==> src/rx_tuning_defs.svh <==
// Offsets, field positions, reset values and counts of the tuning bank
`ifndef RX_TUNING_DEFS_SVH
`define RX_TUNING_DEFS_SVH

// ----------------------------------------------------------------------
// Register count and byte addresses
// ----------------------------------------------------------------------
`define RXT_NUM_REGS 12
`define RXT_ADDR_WEIGHT_THR 8'h46
`define RXT_ADDR_LONG_SEED 8'h48
`define RXT_ADDR_SHORT_SEED 8'h4a
`define RXT_ADDR_ENERGY_THR 8'h4c
`define RXT_ADDR_GAIN_THR 8'h4e
`define RXT_ADDR_ANTENNA_THR 8'h50
`define RXT_ADDR_PRE_LEAD 8'h52
`define RXT_ADDR_PRE_LAG 8'h54
`define RXT_ADDR_HDR_LEAD 8'h56
`define RXT_ADDR_HDR_LAG 8'h58
`define RXT_ADDR_DATA_LEAD 8'h5a
`define RXT_ADDR_DATA_LAG 8'h5c

// ----------------------------------------------------------------------
// Storage index of each register
// ----------------------------------------------------------------------
`define RXT_IDX_WEIGHT_THR 0
`define RXT_IDX_LONG_SEED 1
`define RXT_IDX_SHORT_SEED 2
`define RXT_IDX_ENERGY_THR 3
`define RXT_IDX_GAIN_THR 4
`define RXT_IDX_ANTENNA_THR 5
`define RXT_IDX_PRE_LEAD 6
`define RXT_IDX_PRE_LAG 7
`define RXT_IDX_HDR_LEAD 8
`define RXT_IDX_HDR_LAG 9
`define RXT_IDX_DATA_LEAD 10
`define RXT_IDX_DATA_LAG 11

// ----------------------------------------------------------------------
// Fields, reset values and counts
// ----------------------------------------------------------------------
`define RXT_MODE_BIT 7
`define RXT_COEF_MAX 6'h20
`define RXT_RESET_VAL 8'h00
`define RXT_LAST_PEAK 3'h7

`endif

==> src/rx_tuning_pkg.sv <==
// Types shared by the receive tuning bank and its helpers
`include "rx_tuning_defs.svh"

package rx_tuning_pkg;

  // Phase of the packet being received
  typedef enum logic [1:0] {
    PHASE_PREAMBLE,
    PHASE_HEADER,
    PHASE_DATA,
    PHASE_IDLE
  } packet_phase_e;

  // Gain scaling decision steps
  typedef enum logic [1:0] {
    GAIN_IDLE,
    GAIN_ACCUM,
    GAIN_DONE
  } gain_state_e;

  typedef struct packed {
    logic [`RXT_NUM_REGS-1:0][7:0] cfg;
    logic [7:0] rd_data;
    logic [6:0] seed;
    logic [5:0] lead;
    logic [5:0] lag;
  } cfg_state_s;

  typedef struct packed {
    gain_state_e st;
    logic [2:0] count;
    logic [10:0] sum;
    logic double_gain;
  } gain_state_s;

  typedef struct packed {
    logic above;
    logic below;
  } cmp_state_s;

endpackage : rx_tuning_pkg
==> src/level_cmp_if.sv <==
// Threshold comparison carrier between the bank and a comparator
`timescale 1ns/1ps
`default_nettype none

interface level_cmp_if;
  logic absolute;
  logic [6:0] threshold;
  logic [7:0] floor;
  logic [7:0] level;
  logic above;
  logic below;
  modport cfg (output absolute, threshold, floor, level, input above, below);
  modport cmp (input absolute, threshold, floor, level, output above, below);
endinterface : level_cmp_if

`default_nettype wire

==> src/gain_scale_check.sv <==
// Eight-peak accumulation and gain doubling decision
`timescale 1ns/1ps
`default_nettype none

module gain_scale_check (
  // Clock and reset
  input wire logic clk_in,
  input wire logic rst_in,
  // Filter activity and peaks
  input wire logic run_in,
  input wire logic peak_valid_in,
  input wire logic [7:0] peak_in,
  input wire logic [7:0] threshold_in,
  // Decision
  output logic double_out
);

  rx_tuning_pkg::gain_state_s q;
  rx_tuning_pkg::gain_state_s next_q;
  logic [10:0] sum_new;

  // Accumulate peaks; decide on the eighth, hold until the filter stops
  always_comb begin
    next_q = q;
    sum_new = q.sum + {3'b000, peak_in};
    unique case (q.st)
      rx_tuning_pkg::GAIN_IDLE: begin
        next_q.count = 3'h0;
        next_q.sum = 11'h000;
        next_q.double_gain = 1'b0;
        if (run_in) begin
          next_q.st = rx_tuning_pkg::GAIN_ACCUM;
        end
      end
      rx_tuning_pkg::GAIN_ACCUM: begin
        if (!run_in) begin
          next_q.st = rx_tuning_pkg::GAIN_IDLE;
        end else if (peak_valid_in) begin
          next_q.sum = sum_new;
          next_q.count = q.count + 3'h1;
          if (q.count == `RXT_LAST_PEAK) begin
            next_q.st = rx_tuning_pkg::GAIN_DONE;
            // Zero threshold blocks doubling outright
            next_q.double_gain = (threshold_in != 8'h00) &&
                                 (sum_new < {3'b000, threshold_in});
          end
        end
      end
      rx_tuning_pkg::GAIN_DONE: begin
        if (!run_in) begin
          next_q.st = rx_tuning_pkg::GAIN_IDLE;
          next_q.double_gain = 1'b0;
        end
      end
      default: begin
        next_q.st = rx_tuning_pkg::GAIN_IDLE;
      end
    endcase
  end

  // State register
  always_ff @(posedge clk_in) begin
    if (rst_in) begin
      q <= '0;
    end else begin
      q <= next_q;
    end
  end

  assign double_out = q.double_gain;
endmodule : gain_scale_check

`default_nettype wire

==> src/level_compare.sv <==
// Registered comparison of a level against a relative or absolute threshold
`timescale 1ns/1ps
`default_nettype none

module level_compare (
  // Clock and reset
  input wire logic clk_in,
  input wire logic rst_in,
  // Comparison carrier
  level_cmp_if.cmp port
);

  rx_tuning_pkg::cmp_state_s q;
  rx_tuning_pkg::cmp_state_s next_q;
  logic [8:0] ref_level;
  logic [8:0] level9;

  // Reference is floor plus threshold, or the threshold alone
  always_comb begin
    level9 = {1'b0, port.level};
    ref_level = port.absolute ? {2'b00, port.threshold} :
                {1'b0, port.floor} + {2'b00, port.threshold};
    next_q.above = level9 >= ref_level;
    next_q.below = level9 < ref_level;
  end

  // State register
  always_ff @(posedge clk_in) begin
    if (rst_in) begin
      q <= '0;
    end else begin
      q <= next_q;
    end
  end

  assign port.above = q.above;
  assign port.below = q.below;
endmodule : level_compare

`default_nettype wire

==> src/rx_tuning_config_regs.sv <==
// Receive tuning configuration bank with seed, threshold and loop logic
//
// The plain strobed port was chosen for this implementation.
`timescale 1ns/1ps
`default_nettype none
`include "rx_tuning_defs.svh"

module rx_tuning_config_regs (
  // Clock and reset
  input wire logic CLOCK_IN,
  input wire logic RESET_IN,
  // Register port
  input wire logic [7:0] ADDR_IN,
  input wire logic [7:0] WR_DATA_IN,
  input wire logic WR_STROBE_IN,
  input wire logic RD_STROBE_IN,
  output logic [7:0] RD_DATA_OUT,
  // Preamble seed
  input wire logic PREAMBLE_SHORT_IN,
  output logic [6:0] SCRAMBLER_SEED_OUT,
  // Matched filter weights
  output logic [6:0] WEIGHT_THRESHOLD_OUT,
  output logic WEIGHT_ABSOLUTE_OUT,
  // Energy detect
  input wire logic [7:0] ENERGY_LEVEL_IN,
  input wire logic [7:0] NOISE_FLOOR_IN,
  output logic ENERGY_DETECT_OUT,
  // Antenna search
  input wire logic [7:0] STRENGTH_IN,
  output logic ANTENNA_SEARCH_OUT,
  // Matched filter gain scaling
  input wire logic FILTER_RUN_IN,
  input wire logic PEAK_VALID_IN,
  input wire logic [7:0] PEAK_VALUE_IN,
  output logic GAIN_DOUBLE_OUT,
  // Tracking loop
  input wire logic [1:0] PACKET_PHASE_IN,
  output logic [5:0] LEAD_COEF_OUT,
  output logic [5:0] LAG_COEF_OUT
);

  // ----------------------------------------------------------------------
  // Declarations
  // ----------------------------------------------------------------------
  localparam int NUM_REGS = `RXT_NUM_REGS;
  // Address table, index 0 at the low end
  localparam logic [NUM_REGS-1:0][7:0] REG_ADDR = {
    `RXT_ADDR_DATA_LAG, `RXT_ADDR_DATA_LEAD,
    `RXT_ADDR_HDR_LAG, `RXT_ADDR_HDR_LEAD,
    `RXT_ADDR_PRE_LAG, `RXT_ADDR_PRE_LEAD,
    `RXT_ADDR_ANTENNA_THR, `RXT_ADDR_GAIN_THR,
    `RXT_ADDR_ENERGY_THR, `RXT_ADDR_SHORT_SEED,
    `RXT_ADDR_LONG_SEED, `RXT_ADDR_WEIGHT_THR
  };

  rx_tuning_pkg::cfg_state_s q;
  rx_tuning_pkg::cfg_state_s next_q;
  rx_tuning_pkg::packet_phase_e phase;
  logic [NUM_REGS-1:0] hit;
  logic any_hit;
  logic [3:0] hit_idx;

  level_cmp_if energy_if ();
  level_cmp_if antenna_if ();

  // Codes above 100000 would exceed four; saturate rather than wrap
  function automatic logic [5:0] clamp_coef(input logic [7:0] r);
    logic [5:0] c;
    c = r[5:0];
    if (c > `RXT_COEF_MAX) begin
      c = `RXT_COEF_MAX;
    end
    return c;
  endfunction : clamp_coef

  // ----------------------------------------------------------------------
  // Address decode
  // ----------------------------------------------------------------------
  // One comparator per register
  genvar gi;
  generate
    for (gi = 0; gi < NUM_REGS; gi++) begin : g_decode
      assign hit[gi] = ADDR_IN == REG_ADDR[gi];
    end
  endgenerate

  assign any_hit = |hit;

  // Encode the single hit into a storage index
  always_comb begin
    hit_idx = 4'h0;
    for (int i = 0; i < NUM_REGS; i++) begin
      if (hit[i]) begin
        hit_idx = 4'(i);
      end
    end
  end

  // Phase from the same-clock receive sequencer, so no synchroniser
  assign phase = rx_tuning_pkg::packet_phase_e'(PACKET_PHASE_IN);

  // ----------------------------------------------------------------------
  // Next state
  // ----------------------------------------------------------------------
  // Register writes, one-cycle read data, seed and coefficient selection
  always_comb begin
    next_q = q;
    // Read data stands for one cycle only, zero otherwise
    next_q.rd_data = 8'h00;
    if (WR_STROBE_IN && any_hit) begin
      // Whole byte kept, upper bits included
      next_q.cfg[hit_idx] = WR_DATA_IN;
    end
    if (RD_STROBE_IN && any_hit) begin
      next_q.rd_data = q.cfg[hit_idx];
    end
    // Short select takes the short seed, else the long one
    if (PREAMBLE_SHORT_IN) begin
      next_q.seed = q.cfg[`RXT_IDX_SHORT_SEED][6:0];
    end else begin
      next_q.seed = q.cfg[`RXT_IDX_LONG_SEED][6:0];
    end
    // Idle keeps the last pair so the loop does not jump between packets
    unique case (phase)
      rx_tuning_pkg::PHASE_PREAMBLE: begin
        next_q.lead = clamp_coef(q.cfg[`RXT_IDX_PRE_LEAD]);
        next_q.lag = clamp_coef(q.cfg[`RXT_IDX_PRE_LAG]);
      end
      rx_tuning_pkg::PHASE_HEADER: begin
        next_q.lead = clamp_coef(q.cfg[`RXT_IDX_HDR_LEAD]);
        next_q.lag = clamp_coef(q.cfg[`RXT_IDX_HDR_LAG]);
      end
      rx_tuning_pkg::PHASE_DATA: begin
        next_q.lead = clamp_coef(q.cfg[`RXT_IDX_DATA_LEAD]);
        next_q.lag = clamp_coef(q.cfg[`RXT_IDX_DATA_LAG]);
      end
      rx_tuning_pkg::PHASE_IDLE: begin
        next_q.lead = q.lead;
        next_q.lag = q.lag;
      end
    endcase
  end

  // State register
  always_ff @(posedge CLOCK_IN) begin
    if (RESET_IN) begin
      q <= '0;
    end else begin
      q <= next_q;
    end
  end

  // ----------------------------------------------------------------------
  // Outputs and helpers
  // ----------------------------------------------------------------------
  assign RD_DATA_OUT = q.rd_data;
  assign SCRAMBLER_SEED_OUT = q.seed;
  assign LEAD_COEF_OUT = q.lead;
  assign LAG_COEF_OUT = q.lag;
  // Weight threshold and its mode go straight to the filter
  assign WEIGHT_THRESHOLD_OUT = q.cfg[`RXT_IDX_WEIGHT_THR][6:0];
  assign WEIGHT_ABSOLUTE_OUT = q.cfg[`RXT_IDX_WEIGHT_THR][`RXT_MODE_BIT];

  // Energy detect compares against floor plus threshold or threshold
  assign energy_if.absolute = q.cfg[`RXT_IDX_ENERGY_THR][`RXT_MODE_BIT];
  assign energy_if.threshold = q.cfg[`RXT_IDX_ENERGY_THR][6:0];
  assign energy_if.floor = NOISE_FLOOR_IN;
  assign energy_if.level = ENERGY_LEVEL_IN;
  assign ENERGY_DETECT_OUT = energy_if.above;

  // Antenna search asks for strength strictly below the threshold
  assign antenna_if.absolute =
    q.cfg[`RXT_IDX_ANTENNA_THR][`RXT_MODE_BIT];
  assign antenna_if.threshold = q.cfg[`RXT_IDX_ANTENNA_THR][6:0];
  assign antenna_if.floor = NOISE_FLOOR_IN;
  assign antenna_if.level = STRENGTH_IN;
  assign ANTENNA_SEARCH_OUT = antenna_if.below;

  level_compare u_energy_cmp (
    .clk_in(CLOCK_IN),
    .rst_in(RESET_IN),
    .port(energy_if.cmp)
  );

  level_compare u_antenna_cmp (
    .clk_in(CLOCK_IN),
    .rst_in(RESET_IN),
    .port(antenna_if.cmp)
  );

  // Gain doubling on headroom after eight peaks
  gain_scale_check u_gain (
    .clk_in(CLOCK_IN),
    .rst_in(RESET_IN),
    .run_in(FILTER_RUN_IN),
    .peak_valid_in(PEAK_VALID_IN),
    .peak_in(PEAK_VALUE_IN),
    .threshold_in(q.cfg[`RXT_IDX_GAIN_THR]),
    .double_out(GAIN_DOUBLE_OUT)
  );
endmodule : rx_tuning_config_regs

`default_nettype wire

==> config.mk <==
export PLATFORM = sky130hd
export DESIGN_NAME = rx_tuning_config_regs
export DESIGN_NICKNAME = d
export VERILOG_FILES = /design/src/rx_tuning_pkg.sv /design/src/level_cmp_if.sv /design/src/gain_scale_check.sv /design/src/level_compare.sv /design/src/rx_tuning_config_regs.sv
export VERILOG_INCLUDE_DIRS = /design/src /design/src/src
export SDC_FILE = /design/constraint.sdc
export NUM_CORES = 1
export LEC_CHECK = 0
export BUFFER_PORTS_ARGS = -buffer_cell sky130_fd_sc_hd__buf_2
export CORE_MARGIN = 3
export CORE_UTILIZATION = 30
export CTS_BUF_LIST = sky130_fd_sc_hd__clkbuf_16
export CTS_CLUSTER_DIAMETER = 40
export DETAILED_ROUTE_END_ITERATION = 8
export PLACE_DENSITY = 0.57
export RECOVER_POWER = 25
export SETUP_SLACK_MARGIN = 0.15
export SLEW_MARGIN = 20
export SYNTH_ARGS = -nofsm -noshare
export SYNTH_HDL_FRONTEND = slang
export SYNTH_HIERARCHICAL = 1
export SYNTH_SLANG_ARGS = --single-unit
export TNS_END_PERCENT = 50
==> constraint.sdc <==
create_clock -name CLOCK_IN -period 4.55 [get_ports CLOCK_IN]
set_clock_uncertainty 0.2 [all_clocks]
set_input_delay 0.6825 -clock CLOCK_IN [delete_from_list [all_inputs] [get_ports CLOCK_IN]]
set_output_delay 0.6825 -clock CLOCK_IN [all_outputs]
set_load 0.01 [all_outputs]
Yosys cells after proc, flatten, opt, wreduce, memory -nomap -nowiden. Cells that the tools add are included.

Bits in registers: 142. Word-level logic and storage cells: 114. Input bits: 57.

Reductions and logical operators: 14. Bitwise gates (word level): 1. Add/subtract/negate cells: 4. Multiplexer cells: 37. $lt $le $gt $ge: 11. Equal/unequal tests: 25.

Operators by type and width (number): $bwmux 96 (1); $eq 8x7->1 const B (12); $mux 4 (10); $gt 6x6->1 const B (6); $mux 6 (6); $pmux 12 s3 (1); $bmux 8 s4 (1); $demux 8 s4 (1); $pmux 14 s2 (1); $add 8x7->9 (2); $mux 9 (2); $mux 17 (1); $mux 8 (2); $mux 15 (1); $reduce_or 12->1 (1); $add 11x8->11 (1); $lt 11x8->1 (1); $ge 8x9->1 (1); $lt 8x9->1 (1); $mux 2 (4); $ne 2x2->1 const B (4); $reduce_bool 8->1 (1); $mux 7 (1); $eq 2x2->1 const B (3); 20 further kinds (27).

Longest topological paths before layout. Gate-level depths: netlist (run 1).

Depth in word-level cells: 17. Depth in mapped cells: 12.

By module. The synthesis (run 1) kept the hierarchy.

Modules (own cells, without submodules): rx_tuning_config_regs (seq. area each 2462.4 sq um, area an instance 5798.1 sq um, cells each 696, times used 1); level_compare (seq. area each 40.0 sq um, area an instance 696.9 sq um, cells each 91, times used 2); gain_scale_check (seq. area each 340.3 sq um, area an instance 1262.5 sq um, cells each 147, times used 1).

Least setup slack after synthesis (run 1). No wires, ideal clock.

Path kind: input to register. Start point: in NOISE_FLOOR_IN[0]. End point: reg u_antenna_cmp/port.above (netlist name). Setup slack: 1.066 ns. Stages: 12. Library setup time: 0.115 ns. Path buffers: 0. Required time: 4.235 ns. Data arrival time: 3.168 ns. Path through: ha_1 > inv_1 > fa_1 > nor2b_4 > o31a_1 > or4_1 > and3_1 > ha_1 > nand2_1 > nor3_1 > or4_1 > and3_1.

RTL lines: start, declared (RTL line rx_tuning_config_regs.sv:26) `input wire logic [7:0] NOISE_FLOOR_IN,`.

==> results of run 1 <==
-- placed cells by master, fill, tap and decap left out, types with 8 or more instances in the layout --
cell type / instances
nor3b_1: 8
nand3_1: 25
nand4_1: 10
clkbuf_1: 35
a22oi_1: 25
a211oi_1: 12
o221ai_1: 8
ha_1: 50
a21o_1: 8
nor2b_1: 14
nor2_1: 92
inv_1: 23
nand2_1: 170
dfxtp_1: 142
clkbuf_16: 17
o22a_1: 9
a21oi_1: 83
mux2i_1: 65
o21ai_0: 40
nor3_1: 16
buf_2: 58
mux2_2: 14
-- power by group --
group / internal [W] / switching (W) / leakage (nW)
logic: 0.0000931 / 0.000166 / 2.33
registers: 0.00125 / 0.00000375 / 1.14
clock network: 0.000906 / 0.000552 / 0.312
total: 0.00225 / 0.000722 / 3.79
-- flip-flops by register name (all words and copies together) (netlist names) --
register and cells:
LAG_COEF_OUT 6, LEAD_COEF_OUT 6, RD_DATA_OUT 8, SCRAMBLER_SEED_OUT 7
WEIGHT_ABSOLUTE_OUT 1, WEIGHT_THRESHOLD_OUT 7, antenna_if.absolute 1, antenna_if.threshold 7
energy_if.absolute 1, energy_if.threshold 7, q 72, u_antenna_cmp/port.below 1
u_energy_cmp/port.above 1, u_gain/double_out 1, u_gain/q 16
-- critical path: cells and delay by family --
kind	cells	cell delay, ps
AO/OA/AOI/OAI	1	260
AND/OR/NAND/NOR	1	170
buffers and inverters	2	2660
-- worst max-delay path by stage --
stage	slack (ps)	to
finish	850	u_gain/double_out
global route	630	u_gain/double_out
CTS	1180	u_energy_cmp/port.above
detailed placement	820	u_energy_cmp/port.above
global placement	880	u_energy_cmp/port.above
floorplan	1080	u_energy_cmp/port.above
-- stage by stage --
step,instances,worst slack [ps],util
floorplan,1011,1085,-
global placement,1391,877.2,0.3238
detailed placement,1391,822.2,0.3238
CTS,1423,1184,0.3461
global route,1425,626.4,0.3444
finish,1425,847.2,0.3444
-- cell type report --
cell class	instances	area (um2)	share of cell area
Multi-Input combinational cell	760	4905	0.5241
Sequential cell	142	2843	0.3037
Tap cell	372	465.4	0.04973
Timing Repair Buffer	98	464.2	0.04960
Clock buffer	17	425.4	0.04545
Clock inverter	15	180.2	0.01925
Inverter	19	71.32	0.007620
Antenna cell	2	5.005	0.0005348
-- metal layers --
layer	GRT usage	part of all wire	vias up	wire, um
li1	-	-	3624	-
met1	0.2244	0.48	3467	11680
met2	0.2510	0.44	239	10810
met3	0.03535	0.060	38	1471
met4	0.05270	0.022	0	546
met5	0	0	-	0
==> metrics.md, run 1 <==
| Metric | Value |
|---|---|
| Grt ovf | `0` |
| Worst path cell trace | `buf_4 > dlymetal6s4s_1 > nor3b_1 > a21o_1` |
| Root buffer cell | `clkbuf_16` |
| First-pass GRT wire length | `38600 um` |
| Chip height | `172.8 um` |
| Yosys warnings | `6` |
| Worst Path Required | `between 4000 and 5000 ps` |
| Hold Crit Endpoint | `q[81]` |
| Final max-slew violation count | `72` |
| Startpoint Class | `primary input` |
| Starting Density | `0.3070` |
| H-tree depth | `4` |
| Layout area overhead | `12.18%` |
| DR vias/cell | `5.171` |
| Sum Neg Setup Slack | `0 ps` |
| Hold-fix buffers, CTS | `0` |
| Vias post-DR | `7368` |
| Nets | `~1100` |
| Peak supply drop | `around 0.00018 V` |
| Initial antenna violation count | `2` |
| Failing checks | `max-capacitance violations, max-slew violations` |
| CTS tree | `yes` |
| DRT iter0 DRCs | `676` |
| Status | `finished, violations left` |
| Cts bufs inserted | `17` |
| Reg2reg end | `u_energy_cmp/port.above` |
| Vias in the first global route | `6960` |
| Final period util | `0.8138` |
| Worst path arrival time | `around 3800 ps` |
| Slowest CP cell | `dlymetal6s4s_1` |
| Max cap viols | `1` |
| Clock sinks | `142` |
| Final hold vios | `0` |
| CTS clk-pin slew, worst paths | `60 ps` |
| Crit path from | `RESET_IN` |
| Boundary pin count | `95` |
| Post-CTS Setup Bufs | `0` |
| Hold Path Cell Cnt | `2` |
| Reg2Reg Depth | `12` |
| I/O Buffers | `94` |
| Largest net degree at the start of global routing | `72` |
| Post-cts repair resize count | `0` |
| Post-route cell area | `9359 um2` |
| DR DRC count | `0` |
| First-pass iteration count of the detailed router | `6` |
| Min-delay src | `q[81]` |
| R2R Setup Slk | `approximately 1200 ps` |
| Critical Path End Type | `flip-flop` |
| Syn Area/Cell | `8.252 um2` |
| Pwr/cell area | `317.4 nW/um2` |
| Routed Antenna Nets | `0` |
| Slew margin rel. | `-0.7891` |
| Peak Freq | `about 270 MHz` |
| Hold slack | `253.5 ps` |
| Area of the mapped netlist | `8343 um2` |
| Crit Path Category | `primary input to flip-flop` |
| DIE WIDTH | `172.8 um` |
| DIE AREA | `29850 um2` |
| Total power | `0.002971 W` |
| Routed length per instance | `about 17 um` |
| Largest fanout on the critical path | `just over 70` |
| Hold crit path type | `flip-flop to flip-flop` |
| Share of cells above drive strength 1 | `0.1170` |
| Area post-placement | `slightly below 9000 um2` |
| Post-Route WL | `24510 um` |
| Mapped Nets | `1121` |
| Worst-Margin Slew | `2684 ps` |
| Detailed Place HPWL | `17490 um` |
| Unrepaired setup endpoints after global routing | `false` |
| CP max stage delay | `2090 ps` |
| Critical R2R Launch | `energy_if.threshold[0]` |
| GPL Wtd Cong | `0.8839` |
| Core Rows | `60` |
| Fillers | `2920` |
| Leak pwr | `between 3 and 4 nW` |
| Clk_lat worst skew | `430 ps` |
| Max Buffers Root-to-Sink | `2` |
| Core outline area | `27180 um2` |
| Total Routing Usage GR | `0.1620` |
| Setup violations, final | `0` |
| Minimum clock period | `3703 ps` |
| Post-Synthesis Cells | `1011` |
Power figures use the tool's default switching activity.
==> run 2, diff against run 1 <==
--- a/config.mk
+++ b/config.mk
@@ -12,7 +12,7 @@
 export CTS_BUF_LIST = sky130_fd_sc_hd__clkbuf_16
 export CTS_CLUSTER_DIAMETER = 40
 export DETAILED_ROUTE_END_ITERATION = 8
-export PLACE_DENSITY = 0.57
+export PLACE_DENSITY = 0.59
 export RECOVER_POWER = 25
 export SETUP_SLACK_MARGIN = 0.15
 export SLEW_MARGIN = 20
==> constraint.sdc (replaced) <==
create_clock -name CLOCK_IN -period 3 [get_ports CLOCK_IN]
set_clock_uncertainty 0.2 [all_clocks]
set_input_delay 0.45 -clock CLOCK_IN [delete_from_list [all_inputs] [get_ports CLOCK_IN]]
set_output_delay 0.45 -clock CLOCK_IN [all_outputs]
set_load 0.01 [all_outputs]
==> run 2 against run 1 <==
The flow finishes with violations (max-capacitance violations, max-slew violations, negative setup slack). Critical path depth up 8. Combinational power up 70%. Cell count up 4.1%. Core utilization up 2.2 points. Die area unchanged. Non-clock buffer count up 61.
==> metrics.md, run 2 (synthesized netlist as in run 1, its figures left out) <==
| Metric | Value |
|---|---|
| Status | `finished, violations left (unchanged)` |
| Failing checks | `max-capacitance violations, max-slew violations, negative setup slack (was max-capacitance violations, max-slew violations)` |
| Fillers | `2850 (was 2920)` |
| Worst path cell trace | `ha_4 > inv_2 > fa_2 > nor2b_4 > o31a_1 > or4_1 > and3_4 > ha_4 > nand2_4 > nor3_2 > or4_1 > and3_1 (was buf_4 > dlymetal6s4s_1 > nor3b_1 > a21o_1)` |
| Vias post-DR | `7490 (was 7368)` |
| Crit Path Category | `flip-flop to flip-flop (was primary input to flip-flop)` |
| Largest net degree at the start of global routing | `109 (was 72)` |
| Setup slack after layout | `-29.08 ps (was 847.2 ps)` |
| Routed Antenna Nets | `0 (unchanged)` |
| First-pass GRT wire length | `40280 um (was 38600 um)` |
| Detailed Place HPWL | `18680 um (was 17490 um)` |
| I/O Buffers | `94 (unchanged)` |
| Total placed cells including tap cells | `1451 (was 1391)` |
| Hold Crit Endpoint | `u_gain/q[16] (was q[81])` |
| Peak Freq | `330.1 MHz` |
| Slowest CP cell | `or4_1 (was dlymetal6s4s_1)` |
| Hold Path Cell Cnt | `3 (was 2)` |
| Reg2Reg Depth | `12 (unchanged)` |
| Slew margin rel. | `-0.4914 (was -0.7891)` |
| Final period util | `1.010` |
| DR vias/cell | `5.047 (was 5.171)` |
| Hold-fix buffers, CTS | `0 (unchanged)` |
| Vias in the first global route | `7290 (was 6960)` |
| Startpoint Class | `flip-flop (was primary input)` |
| CP max stage delay | `520 ps (was 2090 ps)` |
| Nets | `1209 (was 1148)` |
| Fin cells | `1484 (was 1425)` |
| Share of cells above drive strength 1 | `0.1892 (was 0.1170)` |
| Final max-slew violation count | `109 (was 72)` |
| Chip height | `172.8 um (unchanged)` |
| Worst path arrival time | `3150 ps (was 3830 ps)` |
| Total Routing Usage GR | `0.1678 (was 0.1620)` |
| Core outline area | `27180 um2 (unchanged)` |
| Buffers & Inverters on Critical Path | `1 (was 2)` |
| DIE WIDTH | `172.8 um (unchanged)` |
| Grt ovf | `0 (unchanged)` |
| Boundary pin count | `95 (unchanged)` |
| Max cap viols | `1 (unchanged)` |
| Largest register FFs | `72 (unchanged)` |
| Largest delay contributor family on the critical path | `simple AND/OR/NAND/NOR gates (was buffers and inverters)` |
| Post-Route WL | `25620 um (was 24510 um)` |
| Root buffer cell | `clkbuf_16 (unchanged)` |
| Largest fanout on the critical path | `4 (was 71)` |
| Pre-CTS setup slack | `-282.1 ps (was 822.2 ps)` |
| Commonest non-fill, non-tap cells in the layout | `nand2_1, dfxtp_1, nor2_1 (unchanged)` |
| Final hold vios | `0 (unchanged)` |
| Initial antenna violation count | `2 (unchanged)` |
| Clk_lat worst skew | `420 ps (was 430 ps)` |
| CTS tree | `yes (unchanged)` |
| Cts bufs inserted | `17 (unchanged)` |
| CTS clk-pin slew, worst paths | `60 ps (about the same)` |
| Max Buffers Root-to-Sink | `2 (unchanged)` |
| DRT iter0 DRCs | `588 (was 676)` |
| Unrepaired setup endpoints after global routing | `true (was false)` |
| Sum Neg Setup Slack | `-29.08 ps (was 0 ps)` |
| Worst Path Required | `3120 ps (was 4670 ps)` |
| Critical Path End Type | `flip-flop (unchanged)` |
| GPL Wtd Cong | `0.8926 (was 0.8839)` |
| Layout area overhead | `19.20% (was 12.18%)` |
| Starting Density | `0.3070 (unchanged)` |
| Minimum clock period | `3029 ps` |
| Clock sinks | `142 (unchanged)` |
| Pwr/cell area | `456.5 nW/um2 (was 317.4 nW/um2)` |
| Peak supply drop | `0.0003499 V (was 0.0001841 V)` |
| Reg2reg end | `u_energy_cmp/port.above (unchanged)` |
| First-pass iteration count of the detailed router | `5 (was 6)` |
| Top reg by flops | `q (unchanged)` |
| Hold crit path type | `primary input to flip-flop (was flip-flop to flip-flop)` |
| R2R Setup Slk | `-30 ps (was 1180 ps)` |
| Setup violations, final | `1 (was 0)` |
| Commonest non-fill, non-tap cell in the layout | `nand2_1 (unchanged)` |
| Core Rows | `60 (unchanged)` |
| Leak pwr | `4.093 nW (was 3.786 nW)` |
| Hold slack | `136.9 ps (was 253.5 ps)` |
| DR DRC count | `0 (unchanged)` |
| Critical R2R Launch | `energy_if.threshold[0] (unchanged)` |
| Min-delay src | `FILTER_RUN_IN (was q[81])` |
| Routed length per instance | `17.27 um (was 17.20 um)` |
| DIE AREA | `29850 um2 (unchanged)` |
| H-tree depth | `4 (unchanged)` |
| Worst-Margin Slew | `2237 ps (was 2684 ps)` |
| Util after Layout | `0.3659 (was 0.3444)` |
[run 2: metal layers]
metal | routed length [um] | GRT usage | share of wire | vias up
met5 | 0 | 0 | 0 | -
met4 | 515 | 0.05439 | 0.020 | 0
met3 | 1140 | 0.02877 | 0.044 | 32
met2 | 11920 | 0.2715 | 0.47 | 205
met1 | 12050 | 0.2282 | 0.47 | 3507
li1 | - | - | - | 3746
[run 2: through the flow]
stage	power (W)	area [um2]
floorplan	0.002211	8378
global placement	0.002363	9285
detailed placement	0.002368	9285
CTS	0.004566	9945
global route	0.004706	9945
finish	0.004540	9945
[run 2: worst register-to-register path: stages (launching register included)]
cell	delay, ps
dfxtp_2	330
ha_4	150
inv_2	40
fa_2	210
nor2b_4	50
o31a_1	240
or4_1	470
and3_4	190
ha_4	230
nand2_4	70
nor3_2	30
or4_1	520
and3_1	170
[run 2: worst max-delay path by stage]
stage	start	end	slack, ps	cells after the start
detailed placement	NOISE_FLOOR_IN[0]	u_energy_cmp/port.above	-280	13
floorplan	NOISE_FLOOR_IN[0]	u_energy_cmp/port.above	-70	12
CTS	energy_if.threshold[0]	u_energy_cmp/port.above	-20	12
global placement	NOISE_FLOOR_IN[0]	u_energy_cmp/port.above	-260	13
finish	energy_if.threshold[0]	u_energy_cmp/port.above	-30	12
global route	energy_if.threshold[0]	u_energy_cmp/port.above	-100	12
[run 2: area by class of cell]
type | count | area (um2) | area share
antenna | 2 | 5.005 | 0.0005033
clock buffer | 17 | 425.4 | 0.04278
clock inverter | 13 | 172.7 | 0.01736
inverter | 19 | 71.32 | 0.007172
multi-input combinational | 760 | 5040 | 0.5068
sequential | 142 | 2846 | 0.2862
tap | 372 | 465.4 | 0.04680
timing repair buffer | 159 | 918.4 | 0.09235
[run 2: power breakdown]
| part | leakage [nW] | total [W] | internal, W | switching (W) |
|---|---|---|---|---|
| sequential | 1.15 | 0.00190 | 0.00189 | 0.00000537 |
| combinational | 2.66 | 0.000440 | 0.000171 | 0.000269 |
| clock | 0.289 | 0.00220 | 0.00137 | 0.000828 |
| total | 4.09 | 0.00454 | 0.00344 | 0.00110 |
[run 2: what timing repair did]
action / in CTS / in global routing
resized for setup: 16 / 8
pin swaps: 12 / 8
setup endpoints to repair: 3 / 3
buffers inserted: 1 / 0
